### src/rtl/mmot_consts.vh
// Constants for the management message OAM transport block
`ifndef MMOT_CONSTS_VH
`define MMOT_CONSTS_VH
// OAM code and organisation identifier (identifier value is arbitrary)
`define MMOT_OAM_CODE   8'hFE
`define MMOT_OUI        24'h5A5A5A
// Transport and PDU versions
`define MMOT_TVER       8'h01
`define MMOT_PVER       8'h01
// Transport type field
`define MMOT_TYPE_PDU   8'h00
`define MMOT_TYPE_ACK   8'h01
// Response codes
`define MMOT_RC_OK      8'h00
`define MMOT_RC_VER     8'h01
`define MMOT_RC_OOS     8'h02
`define MMOT_RC_EXCEED  8'h03
// Byte offsets inside a frame, counted from the OAM code octet
`define MMOT_OFS_CODE   9'h000
`define MMOT_OFS_OUI0   9'h001
`define MMOT_OFS_OUI1   9'h002
`define MMOT_OFS_OUI2   9'h003
`define MMOT_OFS_TVER   9'h004
`define MMOT_OFS_TYPE   9'h005
`define MMOT_OFS_SEQH   9'h006
`define MMOT_OFS_SEQL   9'h007
`define MMOT_OFS_TOTH   9'h008
`define MMOT_OFS_TOTL   9'h009
`define MMOT_OFS_LEN    9'h00A
`define MMOT_OFS_PAY    9'h00B
// First-fragment PDU header: version, reserved, message id, opcode
`define MMOT_PDU_HDR    9'h006
`define MMOT_PDU_IDH    9'h002
`define MMOT_PDU_IDL    9'h003
`define MMOT_PDU_OPH    9'h004
`define MMOT_PDU_OPL    9'h005
// Retries allowed after the first attempt
`define MMOT_MAX_RETRY  2'h3
// TCP/IP form of a message: version, id, opcode, 4-octet length; built by the host stack
`define MMOT_TCP_HDR    4'h9
`endif

### src/rtl/mmot_byte_mux.v
// Selects the outgoing frame byte for a given byte index
`timescale 1ns/1ps
`include "mmot_consts.vh"
module mmot_byte_mux (
   input  wire [8:0]  i_idx,
   input  wire        i_is_ack,
   input  wire [15:0] i_seq,
   input  wire [15:0] i_tot,
   input  wire [7:0]  i_len,
   input  wire [7:0]  i_pay,
   output reg  [7:0]  o_byte
);
   // Identifier kept at full width so each octet is a plain part-select, no silent truncation
   localparam [23:0] ORG_ID = `MMOT_OUI;

   // Header layout is fixed; payload follows at the payload offset
   always @* begin
      case (i_idx)
         `MMOT_OFS_CODE: o_byte = `MMOT_OAM_CODE;
         `MMOT_OFS_OUI0: o_byte = ORG_ID[23:16];
         `MMOT_OFS_OUI1: o_byte = ORG_ID[15:8];
         `MMOT_OFS_OUI2: o_byte = ORG_ID[7:0];
         `MMOT_OFS_TVER: o_byte = `MMOT_TVER;
         `MMOT_OFS_TYPE: o_byte = i_is_ack ? `MMOT_TYPE_ACK : `MMOT_TYPE_PDU;
         `MMOT_OFS_SEQH: o_byte = i_seq[15:8];
         `MMOT_OFS_SEQL: o_byte = i_seq[7:0];
         `MMOT_OFS_TOTH: o_byte = i_tot[15:8];
         `MMOT_OFS_TOTL: o_byte = i_tot[7:0];
         `MMOT_OFS_LEN:  o_byte = i_len;
         default:        o_byte = i_pay;
      endcase
   end
endmodule

### src/rtl/mmot_transport.v
// Management message OAM transport: fragment sender, receiver and acknowledgement engine
// What this block does
// - OAM framing used; TCP form left to host
// - Code field carries organisation-specific value 0xFE
// - Data starts with three-octet organisation identifier
// - Transport version octet is 0x01
// - Type octet: 0x00 fragment, 0x01 acknowledgement
// - Sequence number restarts for each message
// - Header carries total frame count of message
// - Length octet counts message bytes in frame
// - First fragment: six-octet PDU header, then data
// - Later fragments carry only continuation bytes
// - PDU version octet is 0x01
// - Reserved PDU octet is not interpreted
// - Opcode names command, reported; data layout not decoded here
// - Message identifier reported for response correlation
// - Every received fragment answered by one-octet code
// - Acknowledgement repeats fragment header, type acknowledgement
// - Codes: ok, version, sequence, count exceeded
// - Fragments sent in increasing sequence order
// - One fragment outstanding, wait for acknowledgement
// - Resend on timeout or non-ok code
// - Back-to-back duplicate acknowledged ok, kept once unless total count is one, then delivered again
// - Four failed attempts report control channel lost
`timescale 1ns/1ps
`include "mmot_consts.vh"
module mmot_transport (
   input  wire        i_ref_clk,
   input  wire        i_resetn,
   // Received frame bytes, starting at the OAM code octet
   input  wire        i_rx_valid,
   input  wire [7:0]  i_rx_data,
   input  wire        i_rx_last,
   // Transmitted frame bytes
   output reg         o_tx_valid,
   output reg  [7:0]  o_tx_data,
   output reg         o_tx_last,
   input  wire        i_tx_ready,
   // Message to send; fragment bytes read by index
   input  wire        i_msg_start,
   input  wire [15:0] i_msg_total,
   input  wire [7:0]  i_frag_len,
   input  wire [7:0]  i_frag_data,
   input  wire [23:0] i_ack_timeout,
   output reg  [15:0] o_tx_seq,
   output reg  [7:0]  o_frag_idx,
   output reg         o_tx_busy,
   output reg  [1:0]  o_retry_cnt,
   output reg         o_msg_sent,
   output reg         o_chan_lost,
   // Reassembled message bytes delivered to the user
   output reg         o_rx_msg_valid,
   output reg  [7:0]  o_rx_msg_data,
   output reg         o_rx_frag_done,
   output reg  [7:0]  o_rx_frag_code,
   output reg         o_rx_msg_done,
   output reg  [15:0] o_rx_msg_id,
   output reg  [15:0] o_rx_opcode
);
   localparam S_IDLE = 2'h0;
   localparam S_SEND = 2'h1;
   localparam S_WAIT = 2'h2;

   // Receive parser state
   reg  [8:0]  rx_i;
   reg         rx_drop;
   reg         rx_tver_bad;
   reg         rx_pver_bad;
   reg         rx_is_ack;
   reg  [15:0] rx_seq;
   reg  [15:0] rx_tot;
   reg  [7:0]  rx_len;
   reg  [7:0]  rx_ack_code;
   reg  [15:0] rx_exp;
   reg  [15:0] rx_last_seq;
   reg         rx_have_last;
   // Pending acknowledgement to send
   reg         ack_pend;
   reg  [15:0] ack_seq;
   reg  [15:0] ack_tot;
   reg  [7:0]  ack_len;
   reg  [7:0]  ack_code;
   // Transmit frame engine
   reg         t_act;
   reg         t_ack;
   reg  [8:0]  tidx;
   reg  [8:0]  next_tidx;
   reg  [15:0] t_seq;
   reg  [15:0] t_tot;
   reg  [7:0]  t_len;
   reg  [7:0]  t_code;
   // Sender state
   reg  [1:0]  s_st;
   reg  [15:0] s_tot;
   reg         pdu_req;
   reg  [23:0] s_timer;

   wire [8:0]  pi = rx_i - `MMOT_OFS_PAY;
   wire        rx_hdr_done = (rx_i > `MMOT_OFS_LEN);
   wire        rx_first = (rx_seq == 16'h0000);
   wire        rx_exceed = (rx_seq >= rx_tot);
   wire        rx_dup = rx_have_last && (rx_seq == rx_last_seq);
   // A fresh seq 0 restarts a message so a sender that gave up can resync
   wire        rx_take = !rx_tver_bad && !rx_exceed &&
                         ((rx_seq == rx_exp) || (!rx_dup && rx_first));
   wire        pver_now = rx_pver_bad ||
                          (rx_first && pi == 9'h000 && i_rx_data != `MMOT_PVER);
   wire        rx_pdu_byte = i_rx_valid && !rx_drop && rx_hdr_done && !rx_is_ack &&
                             (pi < {1'b0, rx_len});
   wire [7:0]  ack_rx_code = (rx_i == `MMOT_OFS_PAY) ? i_rx_data : rx_ack_code;
   reg  [7:0]  rx_code;

   // Response code for the fragment ending now; version beats count beats sequence
   always @* begin
      if (rx_tver_bad || pver_now) begin
         rx_code = `MMOT_RC_VER;
      end else if (rx_exceed) begin
         rx_code = `MMOT_RC_EXCEED;
      end else if (rx_take || rx_dup) begin
         rx_code = `MMOT_RC_OK;
      end else begin
         rx_code = `MMOT_RC_OOS;
      end
   end

   // Receive parser: header capture, data delivery, verdict at frame end
   always @(posedge i_ref_clk or negedge i_resetn) begin
      if (!i_resetn) begin
         rx_i           <= 9'h000;
         rx_drop        <= 1'b0;
         rx_tver_bad    <= 1'b0;
         rx_pver_bad    <= 1'b0;
         rx_is_ack      <= 1'b0;
         rx_seq         <= 16'h0000;
         rx_tot         <= 16'h0000;
         rx_len         <= 8'h00;
         rx_ack_code    <= 8'h00;
         rx_exp         <= 16'h0000;
         rx_last_seq    <= 16'h0000;
         rx_have_last   <= 1'b0;
         ack_pend       <= 1'b0;
         ack_seq        <= 16'h0000;
         ack_tot        <= 16'h0000;
         ack_len        <= 8'h00;
         ack_code       <= 8'h00;
         o_rx_msg_valid <= 1'b0;
         o_rx_msg_data  <= 8'h00;
         o_rx_frag_done <= 1'b0;
         o_rx_frag_code <= 8'h00;
         o_rx_msg_done  <= 1'b0;
         o_rx_msg_id    <= 16'h0000;
         o_rx_opcode    <= 16'h0000;
      end else begin
         o_rx_msg_valid <= 1'b0;
         o_rx_frag_done <= 1'b0;
         o_rx_msg_done  <= 1'b0;
         // Taking the acknowledgement into the frame engine clears the pending flag
         if (!t_act && ack_pend && (!o_tx_valid || i_tx_ready)) begin
            ack_pend <= 1'b0;
         end
         if (i_rx_valid) begin
            rx_i <= i_rx_last ? 9'h000 : rx_i + 9'h001;
            // Header fields; frames with another code or identifier are ignored
            case (rx_i)
               `MMOT_OFS_CODE: begin
                  rx_drop     <= (i_rx_data != `MMOT_OAM_CODE);
                  rx_pver_bad <= 1'b0;
               end
               `MMOT_OFS_OUI0: if (i_rx_data != (`MMOT_OUI >> 16)) rx_drop <= 1'b1;
               `MMOT_OFS_OUI1: if (i_rx_data != ((`MMOT_OUI >> 8) & 24'h0000FF)) rx_drop <= 1'b1;
               `MMOT_OFS_OUI2: if (i_rx_data != (`MMOT_OUI & 24'h0000FF)) rx_drop <= 1'b1;
               `MMOT_OFS_TVER: rx_tver_bad <= (i_rx_data != `MMOT_TVER);
               `MMOT_OFS_TYPE: rx_is_ack <= (i_rx_data == `MMOT_TYPE_ACK);
               `MMOT_OFS_SEQH: rx_seq[15:8] <= i_rx_data;
               `MMOT_OFS_SEQL: rx_seq[7:0] <= i_rx_data;
               `MMOT_OFS_TOTH: rx_tot[15:8] <= i_rx_data;
               `MMOT_OFS_TOTL: rx_tot[7:0] <= i_rx_data;
               `MMOT_OFS_LEN:  rx_len <= i_rx_data;
               `MMOT_OFS_PAY:  rx_ack_code <= i_rx_data;
               default: ;
            endcase
         end
         // Payload of an accepted fragment; first fragment hides its PDU header
         if (rx_pdu_byte && rx_take && !pver_now) begin
            if (!rx_first || pi >= `MMOT_PDU_HDR) begin
               o_rx_msg_valid <= 1'b1;
               o_rx_msg_data  <= i_rx_data;
            end
            if (rx_first) begin
               // Reserved octet at index 1 is skipped on purpose
               case (pi)
                  `MMOT_PDU_IDH: o_rx_msg_id[15:8] <= i_rx_data;
                  `MMOT_PDU_IDL: o_rx_msg_id[7:0] <= i_rx_data;
                  `MMOT_PDU_OPH: o_rx_opcode[15:8] <= i_rx_data;
                  `MMOT_PDU_OPL: o_rx_opcode[7:0] <= i_rx_data;
                  default: ;
               endcase
            end
         end
         if (rx_pdu_byte && rx_first && pi == 9'h000 && i_rx_data != `MMOT_PVER) begin
            rx_pver_bad <= 1'b1;
         end
         // End of a fragment: answer it and advance the expected number
         if (i_rx_valid && i_rx_last && !rx_drop && rx_hdr_done && !rx_is_ack) begin
            ack_pend       <= 1'b1;
            ack_seq        <= rx_seq;
            ack_tot        <= rx_tot;
            ack_len        <= rx_len;
            ack_code       <= rx_code;
            o_rx_frag_done <= 1'b1;
            o_rx_frag_code <= rx_code;
            if (rx_take && !pver_now) begin
               rx_last_seq  <= rx_seq;
               rx_have_last <= 1'b1;
               if (rx_seq + 16'h0001 == rx_tot) begin
                  rx_exp        <= 16'h0000;
                  o_rx_msg_done <= 1'b1;
               end else begin
                  rx_exp <= rx_seq + 16'h0001;
               end
            end
         end
      end
   end

   // Acknowledgement arriving for the outstanding fragment
   wire ack_in   = i_rx_valid && i_rx_last && !rx_drop && rx_is_ack && !rx_tver_bad &&
                   (rx_i >= `MMOT_OFS_PAY) && (s_st == S_WAIT) && (rx_seq == o_tx_seq);
   wire ack_good = ack_in && (ack_rx_code == `MMOT_RC_OK);
   wire timeout  = (s_st == S_WAIT) && (s_timer >= i_ack_timeout);
   wire tx_adv   = !o_tx_valid || i_tx_ready;
   wire [8:0] t_last_idx = t_ack ? `MMOT_OFS_PAY : (`MMOT_OFS_LEN + {1'b0, t_len});
   wire [8:0] fi = next_tidx - `MMOT_OFS_PAY;
   wire [7:0] t_byte;
   wire       pdu_out_last = tx_adv && t_act && !t_ack && (tidx == t_last_idx);

   mmot_byte_mux u_mux (
      .i_idx    (tidx),
      .i_is_ack (t_ack),
      .i_seq    (t_seq),
      .i_tot    (t_tot),
      .i_len    (t_len),
      .i_pay    (t_ack ? t_code : i_frag_data),
      .o_byte   (t_byte)
   );

   // Frame index advances with each byte the link accepts
   always @* begin
      next_tidx = tidx;
      if (tx_adv) begin
         if (t_act) begin
            next_tidx = (tidx == t_last_idx) ? 9'h000 : tidx + 9'h001;
         end else begin
            next_tidx = 9'h000;
         end
      end
   end

   // Frame engine: acknowledgements go before fragments so the peer is never stalled
   always @(posedge i_ref_clk or negedge i_resetn) begin
      if (!i_resetn) begin
         o_tx_valid <= 1'b0;
         o_tx_data  <= 8'h00;
         o_tx_last  <= 1'b0;
         t_act      <= 1'b0;
         t_ack      <= 1'b0;
         tidx       <= 9'h000;
         t_seq      <= 16'h0000;
         t_tot      <= 16'h0000;
         t_len      <= 8'h00;
         t_code     <= 8'h00;
         o_frag_idx <= 8'h00;
      end else begin
         tidx       <= next_tidx;
         o_frag_idx <= fi[7:0];
         if (tx_adv) begin
            o_tx_valid <= t_act;
            o_tx_data  <= t_byte;
            o_tx_last  <= t_act && (tidx == t_last_idx);
            if (t_act && tidx == t_last_idx) begin
               t_act <= 1'b0;
            end else if (!t_act && ack_pend) begin
               t_act  <= 1'b1;
               t_ack  <= 1'b1;
               t_seq  <= ack_seq;
               t_tot  <= ack_tot;
               t_len  <= ack_len;
               t_code <= ack_code;
            end else if (!t_act && pdu_req) begin
               t_act <= 1'b1;
               t_ack <= 1'b0;
               t_seq <= o_tx_seq;
               t_tot <= s_tot;
               t_len <= i_frag_len;
            end
         end
      end
   end

   // Stop-and-wait sender with bounded retries
   always @(posedge i_ref_clk or negedge i_resetn) begin
      if (!i_resetn) begin
         s_st        <= S_IDLE;
         s_tot       <= 16'h0000;
         pdu_req     <= 1'b0;
         s_timer     <= 24'h000000;
         o_tx_seq    <= 16'h0000;
         o_tx_busy   <= 1'b0;
         o_retry_cnt <= 2'h0;
         o_msg_sent  <= 1'b0;
         o_chan_lost <= 1'b0;
      end else begin
         o_msg_sent  <= 1'b0;
         o_chan_lost <= 1'b0;
         s_timer     <= s_timer + 24'h000001;
         if (tx_adv && !t_act && !ack_pend && pdu_req) begin
            pdu_req <= 1'b0;
         end
         case (s_st)
            S_IDLE: begin
               if (i_msg_start && i_msg_total != 16'h0000) begin
                  s_st        <= S_SEND;
                  s_tot       <= i_msg_total;
                  o_tx_seq    <= 16'h0000;
                  o_retry_cnt <= 2'h0;
                  pdu_req     <= 1'b1;
                  o_tx_busy   <= 1'b1;
               end
            end
            S_SEND: begin
               if (pdu_out_last) begin
                  s_st    <= S_WAIT;
                  s_timer <= 24'h000000;
               end
            end
            S_WAIT: begin
               if (ack_good) begin
                  o_retry_cnt <= 2'h0;
                  if (o_tx_seq + 16'h0001 == s_tot) begin
                     s_st       <= S_IDLE;
                     o_tx_busy  <= 1'b0;
                     o_msg_sent <= 1'b1;
                  end else begin
                     s_st     <= S_SEND;
                     o_tx_seq <= o_tx_seq + 16'h0001;
                     pdu_req  <= 1'b1;
                  end
               end else if (ack_in || timeout) begin
                  if (o_retry_cnt == `MMOT_MAX_RETRY) begin
                     s_st        <= S_IDLE;
                     o_tx_busy   <= 1'b0;
                     o_chan_lost <= 1'b1;
                  end else begin
                     s_st        <= S_SEND;
                     o_retry_cnt <= o_retry_cnt + 2'h1;
                     pdu_req     <= 1'b1;
                  end
               end
            end
            default: begin
               s_st      <= S_IDLE;
               o_tx_busy <= 1'b0;
            end
         endcase
      end
   end
   // The TCP/IP form (header of `MMOT_TCP_HDR octets) is framed by the host stack, not here.
endmodule

### config.mk
export PLATFORM = sky130hd
export DESIGN_NAME = mmot_transport
export DESIGN_NICKNAME = d
export VERILOG_FILES = /design/src/rtl/mmot_byte_mux.v /design/src/rtl/mmot_transport.v
export VERILOG_INCLUDE_DIRS = /design/src /design/src/rtl
export SDC_FILE = /design/constraint.sdc
export NUM_CORES = 1
export LEC_CHECK = 0
export BUFFER_PORTS_ARGS = -buffer_cell sky130_fd_sc_hd__buf_2
export CAP_MARGIN = 10
export CORE_MARGIN = 5
export CORE_UTILIZATION = 45
export CTS_CLUSTER_SIZE = 30
export DETAILED_ROUTE_END_ITERATION = 7
export GPL_TIMING_DRIVEN = 0
export PLACE_DENSITY = 0.71
export SLEW_MARGIN = 20
export SYNTH_ARGS = -nofsm -noshare
export SYNTH_HDL_FRONTEND = slang
export SYNTH_SLANG_ARGS = --single-unit
### constraint.sdc
create_clock -name i_ref_clk -period 5.8 [get_ports i_ref_clk]
set_input_delay 1.16 -clock i_ref_clk [delete_from_list [all_inputs] [get_ports i_ref_clk]]
set_output_delay 1.16 -clock i_ref_clk [all_outputs]
set_load 0.02 [all_outputs]
==> load_flow_metrics.sql <==
INSERT INTO impl_metrics (metric_group, metric, value, unit) VALUES
('placed_design', 'gpl.final_weighted_congestion', '0.946', ''),
('clock_tree', 'clock-sinks', '315', ''),
('global_route', 'grt_usage', '0.222', ''),
('synthesis', 'synth-seq-cells', '315', ''),
('critical_path', 'cp_cell_sequence', 'ha_1 > buf_4 > xor2_1 > inv_1 > ha_1 > o21a_1 > o21a_1 > o21ai_0 > a21oi_1 > a2111oi_2 > and3_1 > buf_6 > nand4_4 > mux2_4', ''),
('synthesis', 'synth-edff-count', '0', ''),
('critical_path', 'max_stage_delay_on_crit_path', '0.53', 'ns'),
('finish', 'insertedDiodeCount', '0', ''),
('critical_path', 'critical-path-slowest-cell', 'sky130_fd_sc_hd__xor2_1', ''),
('routing', 'post-route-drc-count', '0', ''),
('synthesis', 'synth_top_flop_cell', 'sky130_fd_sc_hd__dfrtp_1', ''),
('sta', 'finalSetupViolations', '0', ''),
('routing', 'first_pass_iters', '6', ''),
('floorplan', 'core_region_area', '38400', 'um^2'),
('critical_path', 'r2r.worst_path.cells', '14', ''),
('clock_tree', 'tritoncts', 'built', ''),
('critical_path', 'reg2reg_slack', '1.48', 'ns'),
('floorplan', 'floorplan.initialDensity', '0.452', ''),
('global_route', 'grt_pass1_wl', '75000', 'um'),
('critical_path', 'critPathLaunchType', 'flip-flop', ''),
('critical_path', 'worstPathArrival', '4.73', 'ns'),
('outcome', 'run_status', 'completed', ''),
('clock_tree', 'clock_latency', '0.53', 'ns'),
('synthesis', 'netlist_area', '17300', 'um^2'),
('placed_design', 'dpl-instance-area', '18900', 'um^2'),
('clock_tree', 'cts-root-to-sink-buffers', '3', ''),
('sta', 'hold_viol_final', '0', ''),
('clock_tree', 'post_cts_resized', '0', ''),
('sta', 'timing.fmax', '232', 'MHz'),
('critical_path', 'crit_cells', '14', ''),
('floorplan', 'die_x_extent', '206', 'um'),
('critical_path', 'endpoint_kind', 'flip-flop', ''),
('synthesis', 'post-synth-top-count-cell', 'sky130_fd_sc_hd__dfrtp_1', ''),
('finish', 'final_nets', '1960', ''),
('finish', 'total_area_of_multi_input_combinational_cells', '8660', 'um^2'),
('power', 'p_comb_frac', '0.266', ''),
('floorplan', 'die_height', '206', 'um'),
('clock_tree', 'holdBufCountCts', '0', ''),
('placed_design', 'dp.cells', '2307', ''),
('global_route', 'global_route.overflow_total', '0', ''),
('synthesis', 'synth.avg_cell_area', '10.6', 'um^2'),
('finish', 'seq_area', '7880', 'um^2'),
('worst_hold_path', 'holdCritPathClass', 'flip-flop to flip-flop', ''),
('synthesis', 'ys_warn_count', '0', ''),
('routing', 'drt-initial-drc-count', '1113', ''),
('global_route', 'number_of_global_route_vias_before_repair', '13500', ''),
('routing', 'drt-wirelength-per-cell', '19.9', 'um'),
('synthesis', 'synth.top_cells.by_count', 'sky130_fd_sc_hd__dfrtp_1 (315), sky130_fd_sc_hd__mux2_2 (143), sky130_fd_sc_hd__nor2_1 (143)', ''),
('critical_path', 'timing.critical_path.fanout_max', '8', ''),
('sta', 'hold_ws', '0.464', 'ns'),
('synthesis', 'postSynth.asyncResetShare', '1.00', ''),
('routing', 'finalWirelength', '47300', 'um'),
('finish', 'final_cells', '2372', ''),
('critical_path', 'family_of_cells_with_the_greatest_summed_delay_on_the_critical_path', 'compound AO/OA/AOI/OAI gates', ''),
('power', 'p_sw', '0.00237', 'W'),
('critical_path', 'criticalPathCategory', 'flip-flop to flip-flop', ''),
('synthesis', 'synth_top_cells_by_area', 'sky130_fd_sc_hd__dfrtp_1 (45%), sky130_fd_sc_hd__mux2_2 (9.3%), sky130_fd_sc_hd__xnor2_1 (4.8%)', ''),
('placed_design', 'portBuffers', '153', ''),
('critical_path', 'worst-path-buf-inv', '3', ''),
('sta', 'rsz_0062_raised_after_global_routing', 'false', ''),
('sta', 'worst_slew_pin_slew', '1.05', 'ns'),
('sta', 'final.setup.tns', '0', 'ns'),
('floorplan', 'pin_count', '160', ''),
('job', 'drv.max_cap_violation_count', '0', ''),
('finish', 'finish.instance_area', '20000', 'um^2'),
('global_route', 'grt_antenna_before_repair', '0', ''),
('sta', 'timing.slew.headroom', '0.294', ''),
('sta', 'post-route-min-period', '4.32', 'ns'),
('clock_tree', 'ctsRootBufferMaster', 'sky130_fd_sc_hd__clkbuf_16', ''),
('power', 'clock_power_share', '0.322', ''),
('routing', 'drt.antenna.violating_nets', '0', '');
-- path summary, 6_finish.rpt --
kind	start	end
worst max register to register	rx_i[0]	o_rx_opcode[15]
worst min register to register	rx_have_last	rx_have_last
max in group asynchronous	i_resetn	ack_tot[1]
worst max-delay path	rx_i[0]	o_rx_opcode[15]
worst min-delay path	rx_have_last	rx_have_last
min in group asynchronous	i_resetn	s_timer[14]
-- placed cells by master (no fill, tap or decap), types with 10 or more instances in the layout --
master,synthesis,final
sky130_fd_sc_hd__nand3_1,44,44
sky130_fd_sc_hd__xnor2_1,96,96
sky130_fd_sc_hd__o21ai_1,11,11
sky130_fd_sc_hd__o21ai_0,49,49
sky130_fd_sc_hd__clkbuf_1,50,58
sky130_fd_sc_hd__a31oi_1,12,12
sky130_fd_sc_hd__buf_4,17,17
sky130_fd_sc_hd__o2bb2ai_1,17,17
sky130_fd_sc_hd__nor3_1,20,20
sky130_fd_sc_hd__inv_1,72,72
sky130_fd_sc_hd__or3_1,10,10
sky130_fd_sc_hd__a21o_1,18,18
sky130_fd_sc_hd__mux2_2,143,143
sky130_fd_sc_hd__clkbuf_16,0,36
sky130_fd_sc_hd__a21oi_1,79,79
sky130_fd_sc_hd__nor2b_1,15,15
sky130_fd_sc_hd__dfrtp_1,315,315
sky130_fd_sc_hd__and3_1,13,13
sky130_fd_sc_hd__o21a_1,11,11
sky130_fd_sc_hd__nand2b_1,12,12
sky130_fd_sc_hd__nand4_1,42,42
sky130_fd_sc_hd__mux2i_1,45,45
sky130_fd_sc_hd__xor2_1,44,44
sky130_fd_sc_hd__nand2_1,82,82
sky130_fd_sc_hd__ha_1,63,63
sky130_fd_sc_hd__nor4_1,15,15
sky130_fd_sc_hd__a222oi_1,12,12
sky130_fd_sc_hd__and2_1,11,11
sky130_fd_sc_hd__nor2_1,143,143
sky130_fd_sc_hd__mux2_4,16,16
sky130_fd_sc_hd__buf_2,25,177
-- kinds of logic after synthesis --
kind of cell	synth area share
and+or+nand+nor	0.134
DFF	0.455
AOI/OAI and AO/OA	0.112
muxes	0.135
buffers and inverters	0.0467
xor gates and xnor gates	0.0720
adders and majority gates	0.0455
other	0.000216
-- worst reg2reg max path: stages (launching register included) --
cell and delay [ns]:
sky130_fd_sc_hd__dfrtp_1 0.48, sky130_fd_sc_hd__ha_1 0.24, sky130_fd_sc_hd__buf_4 0.16, sky130_fd_sc_hd__xor2_1 0.53, sky130_fd_sc_hd__inv_1 0.32, sky130_fd_sc_hd__ha_1 0.35
sky130_fd_sc_hd__o21a_1 0.10, sky130_fd_sc_hd__o21a_1 0.16, sky130_fd_sc_hd__o21ai_0 0.16, sky130_fd_sc_hd__a21oi_1 0.10, sky130_fd_sc_hd__a2111oi_2 0.51, sky130_fd_sc_hd__and3_1 0.31
sky130_fd_sc_hd__buf_6 0.16, sky130_fd_sc_hd__nand4_4 0.24, sky130_fd_sc_hd__mux2_4 0.38
-- metal layers --
metal,wire length [um],GRT usage,vias up,part of all wire
met5,0,0,-,0
met4,1600,0.0777,0,0.034
met3,2970,0.0361,86,0.063
met2,22400,0.364,411,0.47
met1,20300,0.300,6570,0.43
li1,-,-,6163,-
-- power by group through the flow --
stage	clock, W	sequential (W)	combinational [W]
after detailed placement	0	0.00291	0.00184
after floorplan	0	0.00280	0.00133
after global placement	0	0.00290	0.00179
after global routing	0.00239	0.00290	0.00207
after CTS	0.00230	0.00287	0.00186
final	0.00225	0.00288	0.00186
-- metrics by stage --
| step | setup slack (ns) | power [W] | util |
|---|---|---|---|
| 2_1_floorplan | 2.18 | 0.00413 | - |
| 3_3_place_gp | -2.30 | 0.00469 | 0.489 |
| 3_5_place_dp | 1.48 | 0.00475 | 0.492 |
| 4_1_cts | 1.46 | 0.00703 | 0.522 |
| 5_1_grt | 1.20 | 0.00737 | 0.522 |
| 6_report | 1.48 | 0.00699 | 0.522 |
-- final cells by class --
| type | instances | area share |
|---|---|---|
| multi-input combinational | 1142 | 0.433 |
| sequential | 315 | 0.394 |
| clock buffer | 47 | 0.0485 |
| timing repair buffer | 156 | 0.0429 |
| tap | 518 | 0.0324 |
| buffer | 103 | 0.0267 |
| inverter | 73 | 0.0137 |
| clock inverter | 18 | 0.00956 |
Note: power is estimated with default switching activity, not from simulation.
